### config.mk
export PLATFORM = sky130hd
export DESIGN_NAME = amt_top
export DESIGN_NICKNAME = d
export VERILOG_FILES = /design/src/hdl/amt_event.v /design/src/hdl/amt_clamp.v /design/src/hdl/amt_top.v
export VERILOG_INCLUDE_DIRS = /design/src /design/src/hdl
export SDC_FILE = /design/constraint.sdc
export NUM_CORES = 1
export LEC_CHECK = 0
export ABC_AREA = 1
export BUFFER_PORTS_ARGS = -buffer_cell sky130_fd_sc_hd__buf_2
export CORE_ASPECT_RATIO = 0.9
export CORE_MARGIN = 5
export CORE_UTILIZATION = 45
export DETAILED_ROUTE_END_ITERATION = 16
export PLACE_DENSITY = 0.67
export SETUP_SLACK_MARGIN = 0.3
export SLEW_MARGIN = 5
export SYNTH_ARGS = -nofsm -noshare
export SYNTH_HDL_FRONTEND = slang
export SYNTH_SLANG_ARGS = --single-unit
### constraint.sdc
create_clock -name CLK_I -period 15.1 [get_ports CLK_I]
set_input_delay 3.02 -clock CLK_I [delete_from_list [all_inputs] [get_ports CLK_I]]
set_output_delay 3.02 -clock CLK_I [all_outputs]
set_load 0.05 [all_outputs]
### src/hdl/amt_defs.vh
// amt_defs.vh: constants for the auto/manual transfer block
// assumes 16-bit signed values scaled so that 100.00 equals 10000 counts
`ifndef AMT_DEFS_VH
`define AMT_DEFS_VH
// ----------------------------------------------------------------
// value format and default range
// ----------------------------------------------------------------
`define AMT_VW 16
`define AMT_RANGE_LO_DEF 16'sh0000
`define AMT_RANGE_HI_DEF 16'sh2710
// ----------------------------------------------------------------
// startup
// ----------------------------------------------------------------
`define AMT_START_MAN_SCANS 2'h2
// ----------------------------------------------------------------
// knob step per detent, by acceleration code
// ----------------------------------------------------------------
`define AMT_ACCL_SLOW 2'h0
`define AMT_ACCL_MED 2'h1
`define AMT_ACCL_FAST 2'h2
`define AMT_STEP_SLOW 16'h0001
`define AMT_STEP_MED 16'h000a
`define AMT_STEP_FAST 16'h0064
// ----------------------------------------------------------------
// register map (word addresses are byte offsets / 4)
// ----------------------------------------------------------------
`define AMT_REG_CTRL 4'h0
`define AMT_REG_CFG 4'h1
`define AMT_REG_PUMAN 4'h2
`define AMT_REG_MANVAL 4'h3
`define AMT_REG_STATUS 4'h4
`define AMT_REG_OUT 4'h5
`define AMT_REG_PRIO 4'h6
// ctrl bits (write one to act)
`define AMT_CTRL_AUTO 0
`define AMT_CTRL_MAN 1
`define AMT_CTRL_ACK_EM 2
`define AMT_CTRL_ACK_SB 3
// cfg bits
`define AMT_CFG_AUTO_ONLY 0
`define AMT_CFG_RESTORE 1
`define AMT_CFG_POWERUP_MANUAL_VALUE 2
`define AMT_CFG_CW_INC 3
`define AMT_CFG_EM_FOLLOW 4
`define AMT_CFG_LOCK 5
`define AMT_CFG_RANGE_EN 6
`define AMT_CFG_ACCL_LO 8
`define AMT_CFG_RESET 16'h0008
`define AMT_PRIO_RESET 8'h00
`endif

### src/hdl/amt_event.v
// amt_event.v: one display event with priority-dependent flashing
// assumes active and ack come from logic on the same clock
`timescale 1ns/1ps
module amt_event (
  // clock and reset
  input wire CLK_I,
  input wire SYS_RST_I,
  // event
  input wire active_i,
  input wire ack_i,
  input wire [2:0] prio_i,
  // display
  output reg flash_bar_o,
  output reg flash_led_o,
  output reg steady_led_o
);
  // ----------------------------------------------------------------
  // flash latch
  // ----------------------------------------------------------------
  reg flash_reg; // flashing pending until acknowledged
  reg act_dly_reg; // previous activity, for rise detection
  wire rise = active_i & ~act_dly_reg;
  wire flashing = (prio_i >= 3'h1) && (prio_i <= 3'h4);
  // odd priorities only clear on ack, even also on event end
  always @(posedge CLK_I) begin
    if (SYS_RST_I) begin
      flash_reg <= 1'b0;
      act_dly_reg <= 1'b0;
    end else begin
      act_dly_reg <= active_i;
      if (rise && flashing) begin
        flash_reg <= 1'b1; // a new event wins over ack
      end else if (ack_i) begin
        flash_reg <= 1'b0;
      end else if (!prio_i[0] && !active_i) begin
        flash_reg <= 1'b0;
      end
    end
  end
  // registered display outputs
  always @(posedge CLK_I) begin
    if (SYS_RST_I) begin
      flash_bar_o <= 1'b0;
      flash_led_o <= 1'b0;
      steady_led_o <= 1'b0;
    end else begin
      flash_bar_o <= flash_reg & (prio_i <= 3'h2) & flashing;
      flash_led_o <= flash_reg & flashing;
      steady_led_o <= active_i & (prio_i == 3'h5);
    end
  end
endmodule

### src/hdl/amt_clamp.v
// amt_clamp.v: limits a value to -10%..110% of a range
// assumes range low is below range high; combinational
`timescale 1ns/1ps
`include "amt_defs.vh"
module amt_clamp (
  // range and value
  input wire signed [`AMT_VW-1:0] lo_i,
  input wire signed [`AMT_VW-1:0] hi_i,
  input wire signed [`AMT_VW+1:0] val_i,
  // result
  output reg signed [`AMT_VW-1:0] val_o
);
  // ----------------------------------------------------------------
  // limits, widened so the margins never overflow
  // ----------------------------------------------------------------
  reg signed [`AMT_VW+1:0] span;
  reg signed [`AMT_VW+1:0] tenth;
  reg signed [`AMT_VW+1:0] lim_lo;
  reg signed [`AMT_VW+1:0] lim_hi;
  reg signed [`AMT_VW+1:0] sat;
  always @* begin
    span = {{2{hi_i[`AMT_VW-1]}}, hi_i} - {{2{lo_i[`AMT_VW-1]}}, lo_i};
    tenth = span / 18'sd10;
    lim_lo = {{2{lo_i[`AMT_VW-1]}}, lo_i} - tenth;
    lim_hi = {{2{hi_i[`AMT_VW-1]}}, hi_i} + tenth;
    if (val_i < lim_lo) begin
      sat = lim_lo;
    end else if (val_i > lim_hi) begin
      sat = lim_hi;
    end else begin
      sat = val_i;
    end
    // limits that leave the 16-bit word saturate at its ends
    if (sat > 18'sd32767) begin
      val_o = 16'sh7fff;
    end else if (sat < -18'sd32768) begin
      val_o = 16'sh8000;
    end else begin
      val_o = sat[`AMT_VW-1:0];
    end
  end
endmodule

### src/hdl/amt_top.v
// amt_top.v: auto/manual transfer for one loop, one scan per scan strobe
// assumes a classic Wishbone master on CLK_I and pins for emergency/track
//
// Design decisions made here: the Wishbone interface to the registers and the register offsets.
`timescale 1ns/1ps
`include "amt_defs.vh"
// Contract
// - auto passes controller input unless emergency/standby
// - auto-only locks selector in auto
// - manual value follows output in auto/standby
// - clamp manual to -10%..110% of range
// - no range input means 0..100
// - emergency freezes output, allows manual, raises event
// - track command: standby follows track variable, event
// - auto status high when output is auto
// - not-auto high when output not auto
// - manual, emergency, standby status outputs
// - warm restore brings back outputs and selection
// - coming up in auto runs two manual scans
// - cold or plain warm uses power-up selection
// - power-up manual loads power-up manual value
// - clockwise raises value unless configured otherwise
// - emergency-follow forces selector to manual
// - emergency switch stays manual until condition clears
// - without follow, selector ignores emergency
// - manual lock refuses auto during emergency (here only while emergency-follow is also set)
// - knob acceleration slow, medium or fast
// - status outputs high at every priority
// - priority 1-4 flashing and its ending
// - priority 5 steady, priority 0 silent
module amt_top (
  // clock and reset
  input wire CLK_I,
  input wire SYS_RST_I,
  // wishbone slave
  input wire CYC_I,
  input wire STB_I,
  input wire WE_I,
  input wire [5:0] ADR_I,
  input wire [3:0] SEL_I,
  input wire [31:0] DAT_I,
  output reg [31:0] DAT_O,
  output reg ACK_O,
  // start control
  input wire SCAN_I,
  input wire WARM_START_I,
  input wire COLD_START_I,
  // loop signals
  input wire signed [15:0] AUTO_IN_I,
  input wire signed [15:0] RANGE_LO_I,
  input wire signed [15:0] RANGE_HI_I,
  input wire EMERGENCY_INPUT_I,
  input wire TRACK_COMMAND_INPUT_I,
  input wire signed [15:0] TRACK_VARIABLE_INPUT_I,
  // faceplate
  input wire KNOB_STEP_I,
  input wire KNOB_CW_I,
  input wire AM_BUTTON_I,
  input wire ACK_BUTTON_I,
  // outputs
  output reg signed [15:0] BLOCK_OUTPUT_O,
  output reg AUTO_STATUS_OUT_O,
  output reg NOT_AUTO_OUT_O,
  output reg MANUAL_STATUS_OUT_O,
  output reg EMERGENCY_STATUS_OUT_O,
  output reg STANDBY_STATUS_OUT_O,
  output reg AUTO_LED_O,
  output reg MANUAL_LED_O,
  // event display
  output wire EM_FLASH_BAR_O,
  output wire EM_FLASH_LED_O,
  output wire EM_STEADY_LED_O,
  output wire SB_FLASH_BAR_O,
  output wire SB_FLASH_LED_O,
  output wire SB_STEADY_LED_O
);
  // ----------------------------------------------------------------
  // pin synchronisers
  // ----------------------------------------------------------------
  reg [6:0] sync1_reg; // first stage, read only by second
  reg [6:0] sync2_reg; // safe copies
  reg [2:0] edge_reg; // previous samples of button/knob/ack
  always @(posedge CLK_I) begin
    if (SYS_RST_I) begin
      sync1_reg <= 7'h00;
      sync2_reg <= 7'h00;
      edge_reg <= 3'h0;
    end else begin
      sync1_reg <= {ACK_BUTTON_I, AM_BUTTON_I, KNOB_CW_I, KNOB_STEP_I,
                    TRACK_COMMAND_INPUT_I, EMERGENCY_INPUT_I, SCAN_I};
      sync2_reg <= sync1_reg;
      edge_reg <= {sync2_reg[6], sync2_reg[5], sync2_reg[3]};
    end
  end
  wire scan_lvl = sync2_reg[0];
  wire em_in = sync2_reg[1];
  wire tc_in = sync2_reg[2];
  wire knob_cw = sync2_reg[4];
  wire knob_ev = sync2_reg[3] & ~edge_reg[0];
  wire am_ev = sync2_reg[5] & ~edge_reg[1];
  wire ack_ev = sync2_reg[6] & ~edge_reg[2];
  reg scan_dly_reg; // scan strobe edge finder
  wire scan = scan_lvl & ~scan_dly_reg;
  // ----------------------------------------------------------------
  // registers
  // ----------------------------------------------------------------
  reg [15:0] cfg_reg; // configuration bits
  reg signed [15:0] puman_reg; // power-up manual value
  reg [7:0] prio_reg; // [2:0] emergency, [6:4] standby priority
  reg signed [15:0] man_reg; // manual value
  reg sel_man_reg; // main selector in manual
  reg em_sw_reg; // emergency switch in manual
  reg sb_reg; // standby switch tracking
  reg [1:0] start_cnt_reg; // startup manual scans left
  reg cmd_auto_reg; // pending supervisory auto request
  reg cmd_man_reg; // pending supervisory manual request
  reg man_wr_reg; // pending supervisory manual value write
  reg signed [15:0] man_wr_val_reg; // value of that write
  reg [1:0] ack_sw_reg; // software acknowledge pulses
  reg am_pend_reg; // a/m press held for the next scan
  wire acc = CYC_I & STB_I & ~ACK_O;
  wire wr = acc & WE_I & SEL_I[0];
  wire [3:0] widx = ADR_I[5:2];
  // ----------------------------------------------------------------
  // range selection and clamp
  // ----------------------------------------------------------------
  wire rng = cfg_reg[`AMT_CFG_RANGE_EN];
  wire signed [15:0] r_lo = rng ? RANGE_LO_I : `AMT_RANGE_LO_DEF;
  wire signed [15:0] r_hi = rng ? RANGE_HI_I : `AMT_RANGE_HI_DEF;
  // knob step size by acceleration code
  function [15:0] step_of;
    input [1:0] code;
    begin
      case (code)
        `AMT_ACCL_MED: step_of = `AMT_STEP_MED;
        `AMT_ACCL_FAST: step_of = `AMT_STEP_FAST;
        default: step_of = `AMT_STEP_SLOW;
      endcase
    end
  endfunction
  wire [15:0] step = step_of(cfg_reg[`AMT_CFG_ACCL_LO+1:`AMT_CFG_ACCL_LO]);
  wire up = (knob_cw == cfg_reg[`AMT_CFG_CW_INC]);
  reg signed [17:0] man_cand;
  wire signed [15:0] man_clamped;
  wire signed [15:0] pu_clamped;
  amt_clamp u_clamp (
    .lo_i(r_lo),
    .hi_i(r_hi),
    .val_i(man_cand),
    .val_o(man_clamped)
  );
  amt_clamp u_clamp_pu (
    .lo_i(r_lo),
    .hi_i(r_hi),
    .val_i({{2{puman_reg[15]}}, puman_reg}),
    .val_o(pu_clamped)
  );
  // pending manual value; knob steps are only taken while not following, supervisory writes always
  wire following = ~sel_man_reg & ~em_sw_reg | sb_reg;
  always @* begin
    man_cand = {{2{man_reg[15]}}, man_reg};
    if (man_wr_reg) begin
      man_cand = {{2{man_wr_val_reg[15]}}, man_wr_val_reg};
    end else if (knob_ev && !following) begin
      if (up) begin
        man_cand = {{2{man_reg[15]}}, man_reg} + {2'h0, step};
      end else begin
        man_cand = {{2{man_reg[15]}}, man_reg} - {2'h0, step};
      end
    end
  end
  // ----------------------------------------------------------------
  // wishbone: one-cycle ack, control requests pend until the next scan
  // ----------------------------------------------------------------
  always @(posedge CLK_I) begin
    if (SYS_RST_I) begin
      ACK_O <= 1'b0;
      DAT_O <= 32'h0000_0000;
      cfg_reg <= `AMT_CFG_RESET;
      puman_reg <= 16'sh0000;
      prio_reg <= `AMT_PRIO_RESET;
    end else begin
      ACK_O <= acc;
      if (wr && widx == `AMT_REG_CFG) begin
        cfg_reg <= DAT_I[15:0];
      end
      if (wr && widx == `AMT_REG_PUMAN) begin
        puman_reg <= DAT_I[15:0];
      end
      if (wr && widx == `AMT_REG_PRIO) begin
        prio_reg <= DAT_I[7:0] & 8'h77;
      end
      case (widx)
        `AMT_REG_CFG: DAT_O <= {16'h0000, cfg_reg};
        `AMT_REG_PUMAN: DAT_O <= {16'h0000, puman_reg};
        `AMT_REG_MANVAL: DAT_O <= {16'h0000, man_reg};
        `AMT_REG_STATUS: DAT_O <= {25'h0, MANUAL_LED_O, STANDBY_STATUS_OUT_O,
                                   EMERGENCY_STATUS_OUT_O, MANUAL_STATUS_OUT_O,
                                   NOT_AUTO_OUT_O, AUTO_STATUS_OUT_O, 1'b0};
        `AMT_REG_OUT: DAT_O <= {16'h0000, BLOCK_OUTPUT_O};
        `AMT_REG_PRIO: DAT_O <= {24'h0, prio_reg};
        default: DAT_O <= 32'h0000_0000; // ctrl and unmapped read zero
      endcase
    end
  end
  // supervisory requests wait for the next scan; a new request beats the clear
  always @(posedge CLK_I) begin
    if (SYS_RST_I) begin
      cmd_auto_reg <= 1'b0;
      cmd_man_reg <= 1'b0;
      man_wr_reg <= 1'b0;
      man_wr_val_reg <= 16'sh0000;
      am_pend_reg <= 1'b0;
      ack_sw_reg <= 2'h0;
    end else begin
      ack_sw_reg <= 2'h0;
      if (wr && widx == `AMT_REG_CTRL) begin
        ack_sw_reg <= DAT_I[`AMT_CTRL_ACK_SB:`AMT_CTRL_ACK_EM];
      end
      if (wr && widx == `AMT_REG_CTRL && DAT_I[`AMT_CTRL_AUTO]) begin
        cmd_auto_reg <= 1'b1;
      end else if (scan) begin
        cmd_auto_reg <= 1'b0;
      end
      if (wr && widx == `AMT_REG_CTRL && DAT_I[`AMT_CTRL_MAN]) begin
        cmd_man_reg <= 1'b1;
      end else if (scan) begin
        cmd_man_reg <= 1'b0;
      end
      if (wr && widx == `AMT_REG_MANVAL) begin
        man_wr_reg <= 1'b1;
        man_wr_val_reg <= DAT_I[15:0];
      end else if (knob_ev || scan) begin
        man_wr_reg <= 1'b0;
      end
      if (am_ev) begin
        am_pend_reg <= 1'b1;
      end else if (scan) begin
        am_pend_reg <= 1'b0;
      end
    end
  end
  // ----------------------------------------------------------------
  // scan evaluation: selection, output, status
  // ----------------------------------------------------------------
  wire auto_only = cfg_reg[`AMT_CFG_AUTO_ONLY];
  wire em_follow = cfg_reg[`AMT_CFG_EM_FOLLOW];
  wire lock = cfg_reg[`AMT_CFG_LOCK] & em_follow;
  wire want_auto = cmd_auto_reg | (am_pend_reg & sel_man_reg);
  wire want_man = cmd_man_reg | (am_pend_reg & ~sel_man_reg);
  wire start = WARM_START_I | COLD_START_I;
  wire restore = WARM_START_I & cfg_reg[`AMT_CFG_RESTORE];
  wire in_auto = ~sb_reg & ~em_sw_reg & ~sel_man_reg & (start_cnt_reg == 2'h0);
  always @(posedge CLK_I) begin
    if (SYS_RST_I) begin
      scan_dly_reg <= 1'b0;
      sel_man_reg <= 1'b1;
      em_sw_reg <= 1'b0;
      sb_reg <= 1'b0;
      start_cnt_reg <= 2'h0;
      man_reg <= 16'sh0000;
      BLOCK_OUTPUT_O <= 16'sh0000;
      AUTO_STATUS_OUT_O <= 1'b0;
      NOT_AUTO_OUT_O <= 1'b1;
      MANUAL_STATUS_OUT_O <= 1'b1;
      EMERGENCY_STATUS_OUT_O <= 1'b0;
      STANDBY_STATUS_OUT_O <= 1'b0;
      AUTO_LED_O <= 1'b0;
      MANUAL_LED_O <= 1'b1;
    end else begin
      scan_dly_reg <= scan_lvl;
      if (start) begin
        // warm restore keeps output, manual value and selector as they were
        if (restore) begin
          if (!sel_man_reg) begin
            start_cnt_reg <= `AMT_START_MAN_SCANS;
          end
        end else begin
          sel_man_reg <= cfg_reg[`AMT_CFG_POWERUP_MANUAL_VALUE];
          if (cfg_reg[`AMT_CFG_POWERUP_MANUAL_VALUE]) begin
            man_reg <= pu_clamped;
            BLOCK_OUTPUT_O <= pu_clamped;
          end else begin
            start_cnt_reg <= `AMT_START_MAN_SCANS;
          end
        end
        em_sw_reg <= 1'b0;
        sb_reg <= 1'b0;
      end else if (scan) begin
        if (start_cnt_reg != 2'h0) begin
          start_cnt_reg <= start_cnt_reg - 2'h1;
        end
        em_sw_reg <= em_in;
        sb_reg <= tc_in;
        // selector: auto-only pins it, emergency-follow forces manual
        if (auto_only) begin
          sel_man_reg <= 1'b0;
        end else if (em_in && em_follow && !em_sw_reg) begin
          sel_man_reg <= 1'b1;
        end else if (want_man) begin
          sel_man_reg <= 1'b1;
        end else if (want_auto && !(lock && em_in)) begin
          sel_man_reg <= 1'b0;
        end
        // output selection, standby first
        if (tc_in) begin
          BLOCK_OUTPUT_O <= TRACK_VARIABLE_INPUT_I;
          man_reg <= TRACK_VARIABLE_INPUT_I;
        end else if (em_in) begin
          BLOCK_OUTPUT_O <= BLOCK_OUTPUT_O;
          man_reg <= man_clamped;
        end else if (in_auto && !auto_only ? 1'b1 : (in_auto || auto_only) && start_cnt_reg == 2'h0) begin
          BLOCK_OUTPUT_O <= AUTO_IN_I;
          man_reg <= AUTO_IN_I;
        end else begin
          BLOCK_OUTPUT_O <= man_clamped;
          man_reg <= man_clamped;
        end
        // auto/not-auto status matches the output choice, made from the state before this scan
        AUTO_STATUS_OUT_O <= ~tc_in & ~em_in & (in_auto | auto_only) & (start_cnt_reg == 2'h0);
        NOT_AUTO_OUT_O <= ~(~tc_in & ~em_in & (in_auto | auto_only) & (start_cnt_reg == 2'h0));
        EMERGENCY_STATUS_OUT_O <= em_in;
        STANDBY_STATUS_OUT_O <= tc_in;
      end else if (man_wr_reg || knob_ev) begin
        man_reg <= man_clamped; // adjustment held until the scan uses it
      end
      MANUAL_STATUS_OUT_O <= sel_man_reg;
      MANUAL_LED_O <= sel_man_reg;
      AUTO_LED_O <= ~sel_man_reg;
    end
  end
  // ----------------------------------------------------------------
  // event display
  // ----------------------------------------------------------------
  amt_event u_em_event (
    .CLK_I(CLK_I),
    .SYS_RST_I(SYS_RST_I),
    .active_i(em_sw_reg),
    .ack_i(ack_ev | ack_sw_reg[0]),
    .prio_i(prio_reg[2:0]),
    .flash_bar_o(EM_FLASH_BAR_O),
    .flash_led_o(EM_FLASH_LED_O),
    .steady_led_o(EM_STEADY_LED_O)
  );
  amt_event u_sb_event (
    .CLK_I(CLK_I),
    .SYS_RST_I(SYS_RST_I),
    .active_i(sb_reg),
    .ack_i(ack_ev | ack_sw_reg[1]),
    .prio_i(prio_reg[6:4]),
    .flash_bar_o(SB_FLASH_BAR_O),
    .flash_led_o(SB_FLASH_LED_O),
    .steady_led_o(SB_STEADY_LED_O)
  );
endmodule

After elaboration in Yosys (flattened, before gate mapping). Cells that the tools add are included.

$add $sub $neg: 6. Equal/unequal tests: 16. Shift operators: 0. $mul: 0. Divide/modulo/power cells: 1. Reductions and logical operators: 50. Magnitude comparators: 14. Bitwise operators: 51. Muxes and demuxes: 53.

Operators with widths (count): $mux W16 (18); $mux W18 (7); $pmux W16 S6 (1); $gt A18 B16 Y1 const B (2); $lt A18 B16 Y1 const B (2); $and A1 B1 Y1 (29); $logic_and A1 B1 Y1 (20); $mux W1 (20); $add A18 B18 Y18 (1); $div A18 B5 Y18 const B (1); $gt A16 B18 Y1 (1); $gt A18 B18 Y1 (1); $lt A16 B18 Y1 (1); $lt A18 B18 Y1 (1); $sub A18 B18 Y18 (1); $add A16 B8 Y17 (1); $sub A16 B16 Y17 (1); $sub A16 B8 Y17 (1); $not A1 Y1 (15); $pmux W7 S2 (1); $reduce_bool A2 Y1 (7); $eq A4 B3 Y1 const B (3); $mux W2 (6); $reduce_bool A3 Y1 (3); other kinds (24) (47).

Memory bits (read-only): 0. Bits in latches: 0. Input bits: 120. Bits in writable memories: 0. Register bits: 164. Memories kept: 0. Output and inout port bits: 62.

Longest topological paths before layout.
Word-level depth: 18. Depth in mapped cells: 133. Mapped depth without buffers: 130.

Modules after synthesis. Synthesis repeated with hierarchy kept, for this count alone.

Cells, all modules: 3369. Area, all modules: 20424.6 µm².

By module, submodules not included: amt_clamp (times used 2, sequential area each 0.0 µm², area each 6160.9 µm², cells each 1083); amt_top (times used 1, sequential area each 2762.6 µm², area each 7669.9 µm², cells each 1149); amt_event (times used 2, sequential area each 100.1 µm², area each 216.5 µm², cells each 27).

Worst setup path after synthesis. OpenSTA, ideal clock, no wires.

Kind: input-to-reg. From: input port RANGE_LO_I[0]. To: register man_reg[5]. Data required time: 14.981 ns. Path buffers: 1. Data arrival time: 15.179 ns. Path slack: -0.199 ns. Setup time: 0.119 ns. Stages on the path: 112. Cells stage by stage: nand2_1 > inv_1 > ha_1 > inv_1 > fa_1 > inv_1 > ha_1 > inv_1 > nor2_1 > nand2_1 > nor2_2 > nand3_2 > nor2_4 > nand3_2 > o21ai_2 > xor2_2 > nor2_1 > a21oi_4 > [... 76 more ...] > nand2_1 > inv_1 > nand3_1 > nor2_1 > nand4_1 > o2111ai_1 > or2_2 > nand2_1 > clkinv_1 > nand2_1 > nand2_2 > o21ai_2 > buf_2 > nand2_1 > a21oi_1 > nand2_1 > nand2_1 > a21oi_1.

Longest elaborated chain between the ends: 15. Elaborated cells on any way between the ends: 29. Classes of those cells: add/sub: 3; div: 1; order compare: 8; mux: 17.

RTL lines: start, declared (RTL line amt_top.v:50) `input wire signed [15:0] RANGE_LO_I,`; $mux W16 (no source line) (*); $sub A16 B16 Y17 (RTL line amt_clamp.v:22) `` span = {{2{hi_i[`AMT_VW-1]}}, hi_i} - {{2{lo_i[`AMT_VW-1]}}, lo_i}; ``; $div A18 B5 Y18 (RTL line amt_clamp.v:23) `tenth = span / 18'sd10;`; $add A18 B18 Y18 (RTL line amt_clamp.v:25) `` lim_hi = {{2{hi_i[`AMT_VW-1]}}, hi_i} + tenth; ``; $gt A18 B18 Y1 (RTL line amt_clamp.v:28) `end else if (val_i > lim_hi) begin`; $mux W18 (RTL line amt_clamp.v:28); $mux W18 (RTL line amt_clamp.v:26) `if (val_i < lim_lo) begin`; $lt A18 B16 Y1 (RTL line amt_clamp.v:36) `end else if (sat < -18'sd32768) begin`; $mux W16 (RTL line amt_clamp.v:36); $mux W16 (RTL line amt_clamp.v:34) `if (sat > 18'sd32767) begin`; $mux W16 (RTL line amt_top.v:312) `end else if (in_auto && !auto_only ? 1'b1 : (in_auto || auto_only) && start_cnt_reg == 2'h0) begin`; $mux W16 (RTL line amt_top.v:309) `end else if (em_in) begin`; $mux W16 (RTL line amt_top.v:306) `if (tc_in) begin`; $mux W16 (RTL line amt_top.v:289) `end else if (scan) begin`; $mux W16 (*) (RTL line amt_top.v:272) `if (start) begin`; end signal, assigned (RTL line amt_top.v:281) `man_reg <= pu_clamped;`; end signal, assigned (RTL line amt_top.v:311) `man_reg <= man_clamped;`; end signal, assigned (RTL line amt_top.v:317) `man_reg <= man_clamped;`; end, declared (RTL line amt_top.v:110) `reg signed [15:0] man_reg;`.

Mark *: on every way between the ends. The rest lies on a longest branch, timed or not. The select of a mux whose other input is x is not followed. A chain may end at the register's enable or synchronous reset.

Final worst setup path.
From: input port RANGE_LO_I[0]. To: register man_reg[10].

Same word-level chain as after synthesis.

==> impl_results.md <==
- Final wirelength: 62,700 µm
- DIE HEIGHT: 188 µm
- Nets@finish: 3,256
- Via/cell ratio: 5.45
- FP Rows: 65
- Most used cell, CP: buf_4
- Number of max-cap violations: 0
- Sequential-to-total area share from yosys stat: 18.6%
- First-pass GRT wire length: 95,600 µm
- Pin count of the biggest net entering global routing: 70
- DIE WIDTH: 208 µm
- DRT Pass-1 Iters: 6
- Initial core utilization: 45.4%
- Post-DR wirelength/cell: 18.0 µm
- Dominant cells by area after synthesis: dfxtp_1 (19%), nand2_1 (12%), ha_1 (11%)
- Post-Route Setup TNS: -35.11 ns
- Status: finished with violations
- CTS Buf Count: 17
- Ys Warns: 0
- # fillers: 3,087
- Initial antenna violation count: 1
- Final period utilization: 108%
- GRT Overall Usage: 30.1%
- Antenna Cells: 0
- Lkg Pwr: 11.3 nW
- Reg clk slew, reported paths: 0.07 ns
- CTS tree: done
- Yosys reg bits: 148
- Kind of critical path: in -> reg
- Worst path required time: 15.47 ns
- Crit path time final: 16.27 ns
- Area after DPL: 19,300 µm²
- Hold Startpoint: sync1_reg[1]
- CTS sink cnt: 148
- Hold Path Class: reg -> reg
- Slew @ Worst Pin: 1.36 ns
- Post-DRT Antenna Nets: 0
- RSZ-0062 raised after global routing: true
- CP max FO: 7
- Area growth from synthesis to layout: 40.8%
- Die footprint: 39,200 µm²
- Worst EP arrival: 16.64 ns
- Post-Route Skew: 0.0125 ns
- Cell taking the most area after synthesis: dfxtp_1
- Gpl congestion: 0.967
- Max stage delay cell, worst path: fa_2
- Final worst slack: -1.17 ns
- Critical path launch point: RANGE_LO_I[0]
- Unique masters post-synth: 71
- Slowest cell delay on critical path: 0.45 ns
- Critical path launch point type: primary input
- Max Slew Vio Count: 0
- Post-synth EDFFs: 0
- Max Freq: 61.4 MHz
- Most frequent cells in the layout: nand2_1 (431), buf_4 (419), inv_1 (297)
- Initial DRC count: 1,878
- Clock Latency Late Sink: 0.44 ns
- Setup Viol. Count Final: 32
- Vias in the first global route: 17,700
- Max Root-Sink Buffers: 2
- DRC viols: 0
- Number of top-level pins: 182
- Crit. End Element: flop
- VDD IR max: 695 µV
- # hold bufs at CTS: 0
- Number of port buffers: 144
- Worst r2r src: cfg_reg[6]
- Yosys top cell area share: 18.6%
- Via count: 19,000
- Final core utilization: 64.0%
- Slew margin rel.: 9.38%
- Mapped Area: 15,900 µm²
- Asr flop ratio synth: 0%
- Fin area: 22,400 µm²
- Cell count after synthesis: 2,454
- Post-DP HPWL: 46,700 µm
- DP Cell Count: 3,319
- Failing checks: setup timing
- P per Cell Area: 271 nW/µm²
- Share of layout cells above drive strength 1: 37.0%
- Grt ovf: 0
- Top_reg_cell synth: dfxtp_1
- H-tree levels: 4
- Most common cell after layout, fill and taps aside: nand2_1
- Core area: 35,000 µm²
- Finished Layout Cells: 3,479
- Syn Area/Cell: 6.48 µm²
- Clock Root Buffer: clkbuf_16
- Hold Vio Cnt, Final: 0
- Pre-CTS setup slack: -1.57 ns
[layout make-up]
type                    instances  area, µm²  share of cell area, %
clock inverters                14        116                  0.520
inverters                     348       1360                   6.08
multi-input cells            1885      12500                   55.6
clock buffers                  18        429                   1.92
flip-flops and latches        148       2960                   13.2
repair buffers                597       4470                   20.0
well taps                     469        587                   2.62
[power by group]
group / switching [mW] / total (mW) / internal, mW
clock: 0.188 / 0.402 / 0.214
combinational: 2.90 / 5.26 / 2.36
sequential: 0.0116 / 0.411 / 0.400
total: 3.10 / 6.07 / 2.97
[synth_stat cells, drive strengths merged, types with 13 or more instances]
| cell | count |
|---|---|
| nand2 | 613 |
| nand3 | 201 |
| xor2 | 52 |
| nand4 | 30 |
| nor3 | 22 |
| clkbuf | 47 |
| xnor2 | 13 |
| or2 | 26 |
| ha | 135 |
| a21oi | 225 |
| o21ai | 152 |
| inv | 339 |
| nor2 | 247 |
| dfxtp | 148 |
| buf | 40 |
| o21bai | 17 |
| a211oi | 29 |
[through the flow]
stage	power, mW	hold slack [ns]
2_1_floorplan	2.89	0.388
3_3_place_gp	4.50	0.393
3_5_place_dp	4.63	0.395
4_1_cts	5.54	0.403
5_1_grt	6.56	0.423
6_report	6.07	0.400
[worst paths after layout]
check,endpoint,slack (ns),cells after the start
worst max register to register,man_reg[10],0.82,105
worst min register to register,sync2_reg[1],0.40,2
worst min-delay path,sync2_reg[1],0.40,2
worst max-delay path,man_reg[10],-1.17,110
[logic make-up (layout without fill, tap and decap cells)]
| family | after synthesis | count (layout) | share of synthesized area, % |
|---|---|---|---|
| multiplexers | 5 | 5 | 0.315 |
| adder cells (fa/ha/maj) | 139 | 139 | 11.1 |
| other | 1 | 16 | 0.0236 |
| AND/OR/NAND/NOR | 1159 | 1160 | 35.3 |
| flip-flops | 148 | 148 | 18.6 |
| buffers and inverters | 437 | 977 | 12.2 |
| AO/OA/AOI/OAI | 500 | 500 | 18.7 |
| XOR/XNOR | 65 | 65 | 3.63 |
[routing by layer]
metal  vias up  wire length [µm]  global-route usage, %
met5         -                13                      0
met4         2              1630                   7.33
met3       138              6690                   7.77
met2       875             26700                   45.5
met1      8786             27700                   43.0
li1       9160                 -                      -
[repair_timing]
action	CTS	global route
endpoints found under the setup margin	32	32
resized for setup	162	163
cloned	7	2
pin swaps	100	134
buffers inserted	87	32
[critical path, delay by kind of cell]
kind	cells	cell delay [ns]
XOR/XNOR	3	0.51
AND/OR/NAND/NOR	29	2.94
adder cells (fa/ha/maj)	5	1.26
buffers and inverters	59	6.94
AO/OA/AOI/OAI	14	1.90
(Power assumes the default switching activity.)
